==> config.mk <==
export PLATFORM = sky130hd
export DESIGN_NAME = station_id
export DESIGN_NICKNAME = d
export VERILOG_FILES = /design/src/station_id_pkg.sv /design/src/station_id.sv
export VERILOG_INCLUDE_DIRS = /design/src
export SDC_FILE = /design/constraint.sdc
export NUM_CORES = 1
export LEC_CHECK = 0
export BUFFER_PORTS_ARGS = -buffer_cell sky130_fd_sc_hd__buf_2
export CAP_MARGIN = 20
export CORE_ASPECT_RATIO = 0.75
export CORE_MARGIN = 2
export CORE_UTILIZATION = 50
export CTS_CLUSTER_DIAMETER = 150
export DETAILED_ROUTE_END_ITERATION = 8
export HOLD_SLACK_MARGIN = 0.12
export MAX_ROUTING_LAYER = met4
export PLACE_DENSITY = 0.82
export SYNTH_ARGS = -nofsm -noshare
export SYNTH_HDL_FRONTEND = slang
export SYNTH_SLANG_ARGS = --single-unit
==> constraint.sdc <==
create_clock -name sys_clk_i -period 5.86 [get_ports sys_clk_i]
set_input_delay 1.758 -clock sys_clk_i [delete_from_list [all_inputs] [get_ports sys_clk_i]]
set_output_delay 1.758 -clock sys_clk_i [all_outputs]
set_load 0.02 [all_outputs]
==> src/station_id_defs.svh <==
`ifndef STATION_ID_DEFS_SVH
`define STATION_ID_DEFS_SVH

// Register offsets in the controller memory map.
`define STATION_ALIAS_OFFSET 16'h0012
`define APP_LAYER_STATUS_OFFSET 16'h0134

// Default place of the identification word in process data.
`define IDENTITY_WORD_DEFAULT_OFFSET 16'h1000

// Word address of the second station address inside the configuration EEPROM.
`define ALIAS_EEPROM_WORD_DEFAULT 16'h0004

// Reset values.
`define ALIAS_RESET_VALUE 16'h0000
`define READ_DATA_RESET_VALUE 16'h0000

// EEPROM answer timeout, in microseconds, and the clock rate in MHz.
`define EEPROM_TIMEOUT_US 100
`define SYS_CLK_MHZ 250

`endif

==> src/station_id_pkg.sv <==
package station_id_pkg;

	// Read request from the frame processor into controller memory.
	typedef struct packed {
		logic rd;
		logic [15:0] addr;
	} mem_req_t;

	// Read answer back to the frame processor.
	typedef struct packed {
		logic valid;
		logic hit;
		logic [15:0] data;
	} mem_rsp_t;

	// Start-up load sequence of the alias register.
	typedef enum logic [3:0] {
		LOAD_START = 4'h1,
		LOAD_WAIT = 4'h2,
		LOAD_DONE = 4'h4,
		LOAD_FAIL = 4'h8
	} load_state_t;

endpackage : station_id_pkg

==> src/station_id.sv <==
`timescale 1ns/100ps
`default_nettype none
`include "station_id_defs.svh"

module station_id
	import station_id_pkg::*;
#(
	parameter logic [15:0] IDENTITY_OFFSET = `IDENTITY_WORD_DEFAULT_OFFSET,
	parameter logic [15:0] ALIAS_EEPROM_WORD = `ALIAS_EEPROM_WORD_DEFAULT,
	parameter int ID_WIDTH = 16,
	parameter int EEPROM_TIMEOUT_CYCLES = `EEPROM_TIMEOUT_US * `SYS_CLK_MHZ
)
(
	input wire logic sys_clk_i,
	input wire logic rstn_i,
	input wire mem_req_t mem_req_i,
	output mem_rsp_t mem_rsp_o,
	output logic eeprom_req_o,
	output logic [15:0] eeprom_addr_o,
	input wire logic eeprom_ack_i,
	input wire logic eeprom_err_i,
	input wire logic [15:0] eeprom_data_i,
	input wire logic [ID_WIDTH-1:0] id_switch_i,
	input wire logic id_word_enable_i,
	input wire logic explicit_id_req_i,
	input wire logic [15:0] al_status_i,
	output logic alias_valid_o,
	output logic alias_load_error_o
);

	localparam int TIMER_WIDTH = $clog2(EEPROM_TIMEOUT_CYCLES + 1);

	// Bad settings are refused while the design is elaborated, before any cycle runs.
	if (ID_WIDTH != 16)
	begin : g_check_width
		$error("station_id: the identity is exactly 16 bits wide");
	end
	if (EEPROM_TIMEOUT_CYCLES < 1)
	begin : g_check_timeout
		$error("station_id: the EEPROM timeout must be at least one cycle");
	end
	if (IDENTITY_OFFSET == `STATION_ALIAS_OFFSET || IDENTITY_OFFSET == `APP_LAYER_STATUS_OFFSET)
	begin : g_check_offset
		$error("station_id: identity offset collides with a register");
	end

	// Start-up load of the alias register.
	load_state_t load_state_reg;
	load_state_t load_state_next;
	logic [15:0] station_alias_reg;
	logic [15:0] station_alias_next;
	logic eeprom_req_reg;
	logic eeprom_req_next;
	logic [15:0] eeprom_addr_reg;
	logic [15:0] eeprom_addr_next;
	logic alias_valid_reg;
	logic alias_valid_next;
	logic load_error_reg;
	logic load_error_next;
	logic [TIMER_WIDTH-1:0] timer_reg;
	logic [TIMER_WIDTH-1:0] timer_next;

	always_comb
	begin
		load_state_next = load_state_reg;
		station_alias_next = station_alias_reg;
		eeprom_req_next = eeprom_req_reg;
		eeprom_addr_next = eeprom_addr_reg;
		alias_valid_next = alias_valid_reg;
		load_error_next = load_error_reg;
		timer_next = timer_reg;
		unique case (load_state_reg)
			LOAD_START:
			begin
				eeprom_req_next = 1'b1;
				eeprom_addr_next = ALIAS_EEPROM_WORD;
				timer_next = TIMER_WIDTH'(EEPROM_TIMEOUT_CYCLES);
				load_state_next = LOAD_WAIT;
			end
			LOAD_WAIT:
			begin
				if (eeprom_ack_i)
				begin
					eeprom_req_next = 1'b0;
					if (eeprom_err_i)
					begin
						load_error_next = 1'b1;
						load_state_next = LOAD_FAIL;
					end
					else
					begin
						station_alias_next = eeprom_data_i;
						alias_valid_next = 1'b1;
						load_state_next = LOAD_DONE;
					end
				end
				else if (timer_reg == '0)
				begin
					// A silent EEPROM must not hang start-up; the alias then reads as its reset value.
					eeprom_req_next = 1'b0;
					load_error_next = 1'b1;
					load_state_next = LOAD_FAIL;
				end
				else
				begin
					timer_next = timer_reg - 1'b1;
				end
			end
			LOAD_DONE:
			begin
				// Later EEPROM writes are not followed; only a reset through rstn_i reloads.
				load_state_next = LOAD_DONE;
			end
			LOAD_FAIL:
			begin
				load_state_next = LOAD_FAIL;
			end
		endcase
	end

	always_ff @(posedge sys_clk_i)
	begin
		if (!rstn_i)
		begin
			load_state_reg <= LOAD_START;
			station_alias_reg <= `ALIAS_RESET_VALUE;
			eeprom_req_reg <= 1'b0;
			eeprom_addr_reg <= ALIAS_EEPROM_WORD;
			alias_valid_reg <= 1'b0;
			load_error_reg <= 1'b0;
			timer_reg <= '0;
		end
		else
		begin
			load_state_reg <= load_state_next;
			station_alias_reg <= station_alias_next;
			eeprom_req_reg <= eeprom_req_next;
			eeprom_addr_reg <= eeprom_addr_next;
			alias_valid_reg <= alias_valid_next;
			load_error_reg <= load_error_next;
			timer_reg <= timer_next;
		end
	end

	// The identity switch is an asynchronous pin; each bit passes two flip-flops.
	logic [ID_WIDTH-1:0] id_meta_reg;
	logic [ID_WIDTH-1:0] id_sync_reg;
	logic [ID_WIDTH-1:0] id_meta_next;
	logic [ID_WIDTH-1:0] id_sync_next;

	genvar bit_idx;
	generate
		for (bit_idx = 0; bit_idx < ID_WIDTH; bit_idx++)
		begin : g_id_sync
			always_comb
			begin
				id_meta_next[bit_idx] = id_switch_i[bit_idx];
				id_sync_next[bit_idx] = id_meta_reg[bit_idx];
			end
		end
	endgenerate

	always_ff @(posedge sys_clk_i)
	begin
		if (!rstn_i)
		begin
			id_meta_reg <= '0;
			id_sync_reg <= '0;
		end
		else
		begin
			id_meta_reg <= id_meta_next;
			id_sync_reg <= id_sync_next;
		end
	end

	// Read port toward the frame processor; answer one cycle after the request.
	mem_rsp_t rsp_reg;
	mem_rsp_t rsp_next;

	always_comb
	begin
		rsp_next.valid = mem_req_i.rd;
		rsp_next.hit = 1'b0;
		rsp_next.data = `READ_DATA_RESET_VALUE;
		if (mem_req_i.rd)
		begin
			if (mem_req_i.addr == `STATION_ALIAS_OFFSET)
			begin
				rsp_next.hit = 1'b1;
				rsp_next.data = station_alias_reg;
			end
			else if (mem_req_i.addr == `APP_LAYER_STATUS_OFFSET)
			begin
				rsp_next.hit = 1'b1;
				// The status word is lent to the identity only while the master asks for it.
				rsp_next.data = explicit_id_req_i ? id_sync_reg : al_status_i;
			end
			else if (id_word_enable_i && mem_req_i.addr == IDENTITY_OFFSET)
			begin
				rsp_next.hit = 1'b1;
				rsp_next.data = id_sync_reg;
			end
		end
	end

	always_ff @(posedge sys_clk_i)
	begin
		if (!rstn_i)
		begin
			rsp_reg <= '0;
		end
		else
		begin
			rsp_reg <= rsp_next;
		end
	end

	assign mem_rsp_o = rsp_reg;
	assign eeprom_req_o = eeprom_req_reg;
	assign eeprom_addr_o = eeprom_addr_reg;
	assign alias_valid_o = alias_valid_reg;
	assign alias_load_error_o = load_error_reg;

endmodule : station_id

`default_nettype wire

==> results of run 1 <==
==> critical path, cell delays in order <==
cell and delay, ns:
buf_2 0.09, or4_1 0.57, nand2b_1 0.21, nor3b_2 0.79
buf_4 0.30, mux2i_1 0.23, a211oi_1 0.10
==> kinds of logic (layout without fill, tap and decap cells) <==
kind of cell,after synthesis,count (layout),share of synthesized area [%]
simple gates,144,144,24.3
fa+ha+maj,1,1,0.364
flops,88,88,51.3
xor+xnor,2,2,0.510
other cells,2,16,0.219
mux,16,16,4.66
buf+inv,39,114,6.71
compound gates,66,66,11.9
==> cells in the mapped netlist (all sizes together) (5+ instances only) <==
library cell	number	area share, %
dfxtp	88	51
nand2	39	4.3
and2	32	5.8
a21oi	25	3.6
nor2	23	3.0
buf	22	4.8
mux2i	16	4.7
a211oi	12	2.6
clkbuf	11	1.2
o21ai	9	1.3
or3	9	1.6
a31oi	6	1.1
nand4	6	1.9
inv	5	0.55
nand3	5	0.73
nor4	5	1.3
o31ai	5	1.1
or4	5	1.1
==> worst max-delay path by stage <==
stage | cells after the start | slack [ns] | to | from
CTS | 7 | 2.01 | mem_rsp_o[7] | mem_req_i[3]
floorplan | 7 | 2.52 | mem_rsp_o[11] | mem_req_i[3]
detailed placement | 7 | 1.65 | mem_rsp_o[7] | mem_req_i[3]
global route | 7 | 1.87 | mem_rsp_o[7] | mem_req_i[3]
global placement | 7 | 1.78 | mem_rsp_o[7] | mem_req_i[3]
finish | 7 | 2.01 | mem_rsp_o[7] | mem_req_i[3]
==> power breakdown <==
group          switching, mW  internal, mW
registers             0.0134         0.620
logic                 0.0672        0.0483
clock network          0.211         0.154
==> placed cells by master, fill, tap and decap left out, types with 6 or more instances in the layout <==
master | synthesis | routed
nor2_1 | 22 | 22
o21ai_0 | 9 | 9
conb_1 | 2 | 16
mux2i_1 | 16 | 16
or3_1 | 9 | 9
clkbuf_8 | 0 | 9
and2_1 | 32 | 32
dfxtp_1 | 88 | 88
a31oi_1 | 6 | 6
a211oi_1 | 12 | 12
a21oi_1 | 25 | 25
nand2_1 | 39 | 39
buf_2 | 4 | 91
==> area by class of cell <==
type | count | area [um^2] | share of cell area (%)
flip-flops and latches | 88 | 1760 | 43.8
multi-input cells | 245 | 1490 | 37.1
repair buffers | 93 | 470 | 11.7
clock buffers | 9 | 124 | 3.08
well taps | 84 | 105 | 2.61
clock inverters | 6 | 47.5 | 1.18
inverters | 6 | 22.5 | 0.560
==> layer usage <==
metal  vias up  global-route usage (%)  share of wire, %
li1       1375                       -                 -
met4         0                    7.15               1.5
met1      1263                    27.1                46
met5         -                       -                 0
met3        16                    4.31               5.2
met2       110                    33.9                47
==> results_dict.tcl, run 1 <==
set metrics [dict create \
    dp.cells 516 \
    wl_per_cell_um 14.2 \
    synth_area_mm2 0.00343 \
    clkTransAtPathRegs_ns 0.09 \
    postSynthCellCount 358 \
    finalWirelength_mm 7.57 \
    synth_cell_types 47 \
    grt-ovfl-total 0 \
    drive_above_1_share_pct 27.1 \
    relSlewSlack_pct 35.4 \
    core_area_mm2 0.00673 \
    fillers 566 \
    diodes 0 \
    maxCapViolCount 0 \
    finalInstanceArea_mm2 0.00403 \
    drt_first_pass_iters 4 \
    htreeDepth 3 \
    powerDensity_mw_per_mm2 277 \
    maxSlewViolCount 0 \
    grt_pass1_vias 2508 \
    final_cells 531 \
    antenna_found_initial 0 \
    grt_pass1_wl_mm 11.9 \
    clock.fmax_mhz 260 \
    cts-root-buf "clkbuf_8" \
    r2r-end "timer_reg[9]" \
    dpl_cell_area_mm2 0.00385 \
    avgSynthCellArea_um2 9.59 \
    dp_hpwl_mm 5.61 \
    worst_slew_pin_slew_ns 0.965 \
    port_buffers 91 \
    drtAntennaViolNets 0 \
    required_ns 6.06 \
    vias 2764 \
    setup_ws_ns 2.01 \
    via_per_inst 5.21 \
    ys_seq_area_share_pct 51.3 \
    synth_ff_type "dfxtp_1" \
    finalSetupTns_ns 0 \
    cp-end-kind "register" \
    insertion_delay_ns 0.35 \
    worstHoldStart "id_meta_reg[8]" \
    post_cts.resized_instances 0 \
    die_x_um 99.7 \
    syn2layout_area_growth_pct 17.2 \
    cp-start-kind "input pin" \
    holdPathEnd "id_sync_reg[8]" \
    start_util_pct 51.0 \
    hold_viol 0 \
    r2r-start "load_state_reg[3]" \
    power_mw 1.11 \
    r2r_cells 5 \
    drt-initial-drc-count 104 \
    cts_buffer_depth 2 \
    path_class "input pin to register" \
    hp-class "register to register" \
    worstPathArrival_ns 4.05 \
    rows 26 \
    period_needed_ns 3.85 \
    hold-path-cell-count 1 \
    grt_max_degree 41 \
    cp_max_fo 12 \
    finalSetupViolCount 0 \
    vdd_drop_max_mv 0.181 \
    drc 0 \
    finalCritPeriodShare_pct 65.6 \
    largest_reg_flops 18 \
    hold_ws_ns 0.438 \
    postCtsHoldBufs 0 \
    outcome "completed" \
    numCtsBuffers 9 \
    yosysWarnings 0 \
    cts_tree "done" \
    die-area_mm2 0.00755 \
    rsz0062_at_grt "false" \
    place.gp.congestion 0.834 \
    grt_usage_pct 21.1 \
    die_height_um 75.8 \
    post-place-ws_ns 1.65 \
    synth-edff-count 0 \
    skew_ns 0.00988 \
    synth-seq-cells 88 \
    pin_count 108 \
    postLayoutCoreUtil_pct 59.8 \
    rrSetupSlack_ns 3.63 \
    synthArstFlopShare_pct 0 \
    final_nets 515 \
    cts_sinks 88 \
    p_leak_nw 1.69 \
    postCtsSetupBuffers 0 \
]
Note: power is estimated with default switching activity, not from simulation.
==> run 2: changes to the inputs <==
--- a/config.mk
+++ b/config.mk
@@ -10,12 +10,12 @@
 export CAP_MARGIN = 20
 export CORE_ASPECT_RATIO = 0.75
 export CORE_MARGIN = 2
-export CORE_UTILIZATION = 50
+export CORE_UTILIZATION = 45
 export CTS_CLUSTER_DIAMETER = 150
 export DETAILED_ROUTE_END_ITERATION = 8
 export HOLD_SLACK_MARGIN = 0.12
 export MAX_ROUTING_LAYER = met4
-export PLACE_DENSITY = 0.82
+export PLACE_DENSITY = 0.79
 export SYNTH_ARGS = -nofsm -noshare
 export SYNTH_HDL_FRONTEND = slang
 export SYNTH_SLANG_ARGS = --single-unit
==> constraint.sdc (replaced) <==
create_clock -name sys_clk_i -period 3.1 [get_ports sys_clk_i]
set_input_delay 0.93 -clock sys_clk_i [delete_from_list [all_inputs] [get_ports sys_clk_i]]
set_output_delay 0.93 -clock sys_clk_i [all_outputs]
set_load 0.02 [all_outputs]
==> run 2 against run 1 <==
Compared with the run above:
- sequential share of layout area shrank 1.1 points
- worst setup slack got worse by 1.4 ns
- die area grew 11%
- sequential cell count did not move
- via count down 1.4%
- cell count rose by 3.6%
- global-route usage is 1.0 points lower
- non-clock buffer count grew 1
- largest cell class unchanged
- largest power group unchanged
==> results_dict.tcl, run 2 (synthesized netlist as in run 1, its figures left out) <==
set metrics [dict create \
    antenna_found_initial 0 \
    maxCapViolCount 0 \
    numCtsBuffers 9 \
    drtAntennaViolNets 0 \
    final_nets 516 \
    drive_above_1_share_pct 27.2 \
    core_area_mm2 0.00736 \
    required_ns 3.36 \
    drc 0 \
    setup_ws_ns 0.588 \
    path_class "input pin to register" \
    via_per_inst 4.96 \
    drt-initial-drc-count 142 \
    relSlewSlack_pct 48.0 \
    post-place-ws_ns 0.274 \
    rsz0062_at_grt "false" \
    diodes 0 \
    fillers 684 \
    grt-ovfl-total 0 \
    powerDensity_mw_per_mm2 571 \
    pin_count 108 \
    cts_tree "done" \
    cp_max_fo 12 \
    period_needed_ns 2.51 \
    hold_viol 0 \
    die_height_um 79.6 \
    grt_max_degree 40 \
    vdd_drop_max_mv 0.259 \
    cp-end-kind "register" \
    mostFrequentLayoutCells "buf_2, dfxtp_1, nand2_1" \
    finalSetupTns_ns 0 \
    mostFrequentLayoutCell "buf_2" \
    finalSetupViolCount 0 \
    drt_first_pass_iters 4 \
    insertion_delay_ns 0.35 \
    postCtsHoldBufs 0 \
    r2r_cells 5 \
    htreeDepth 3 \
    p_leak_nw 1.73 \
    start_util_pct 46.6 \
    port_buffers 91 \
    grt_pass1_vias 2568 \
    cts_buffer_depth 2 \
    hp-class "register to register" \
    outcome "completed" \
    vias 2726 \
    die_x_um 105 \
    grt_pass1_wl_mm 12.6 \
    finalWirelength_mm 7.66 \
    wl_per_cell_um 13.9 \
    dp_hpwl_mm 5.73 \
    worst_slew_pin_slew_ns 0.775 \
    rows 27 \
    largest_reg_flops 18 \
    finalCritPeriodShare_pct 81.0 \
    worstPathArrival_ns 2.77 \
    cts_sinks 88 \
    place.gp.congestion 0.813 \
    postCtsSetupBuffers 0 \
    clkTransAtPathRegs_ns 0.08 \
    clock.fmax_mhz 398 \
    hold-path-cell-count 1 \
    grt_usage_pct 20.1 \
    post_cts.resized_instances 0 \
    skew_ns 0.00742 \
    cts-root-buf "clkbuf_8" \
    die-area_mm2 0.00835 \
    cp-start-kind "input pin" \
    syn2layout_area_growth_pct 20.2 \
    maxSlewViolCount 0 \
]
## run 2: cell types whose count changed in the layout (fill, tap and decap cells not counted)
| cell | previous run | this run |
|---|---|---|
| buf_4 | 2 | 3 |
| clkinv_4 | 4 | 1 |
| clkbuf_8 | 9 | 10 |
| clkbuf_1 | 0 | 1 |
| clkinvlp_4 | 1 | 0 |
| bufinv_16 | 0 | 3 |
## run 2: area by class of cell
type	count	area, um^2	share of cell area [%]
multi-input combinational	245	1490	36.2
clock inverter	5	104	2.52
tap	101	126	3.06
clock buffer	11	141	3.43
timing repair buffer	94	478	11.6
sequential	88	1760	42.7
inverter	6	22.5	0.546
## run 2: report_power, final
group / switching, mW / total, mW / internal (mW)
clock network: 0.382 / 0.939 / 0.558
registers: 0.0254 / 1.20 / 1.17
logic: 0.126 / 0.218 / 0.0919
## run 2: routing by layer
| metal | track usage [%] | vias up | routed length (um) |
|---|---|---|---|
| met3 | 5.06 | 11 | 396 |
| met5 | - | - | 0 |
| met1 | 26.5 | 1262 | 3780 |
| met4 | 7.47 | 0 | 125 |
| li1 | - | 1380 | - |
| met2 | 30.0 | 73 | 3360 |
## run 2: stage by stage
| stage | std cells | hold WS (ns) | util (%) | total power [mW] | instance area (um^2) |
|---|---|---|---|---|---|
| after floorplan | 372 | 0.412 | - | 1.37 | 3490 |
| after global placement | 534 | 0.414 | 52.7 | 1.43 | 3880 |
| after detailed placement | 534 | 0.422 | 52.7 | 1.44 | 3880 |
| after CTS | 550 | 0.441 | 56.0 | 2.37 | 4130 |
| after global routing | 550 | 0.457 | 56.0 | 2.45 | 4130 |
| final | 550 | 0.437 | 56.0 | 2.36 | 4130 |
## run 2: worst paths after layout
kind | startpoint | slack (ns) | to
worst max register to register | load_state_reg[3] | 0.89 | timer_reg[9]
worst min-delay path | id_meta_reg[1] | 0.44 | id_sync_reg[1]
worst min register to register | id_meta_reg[1] | 0.44 | id_sync_reg[1]
worst max-delay path | mem_req_i[3] | 0.59 | mem_rsp_o[6]
## run 2: worst max-delay path, stage by stage
cell,delay (ns)
buf_2,0.09
or4_1,0.56
nor4_2,0.24
nand4_1,0.53
a211oi_1,0.42
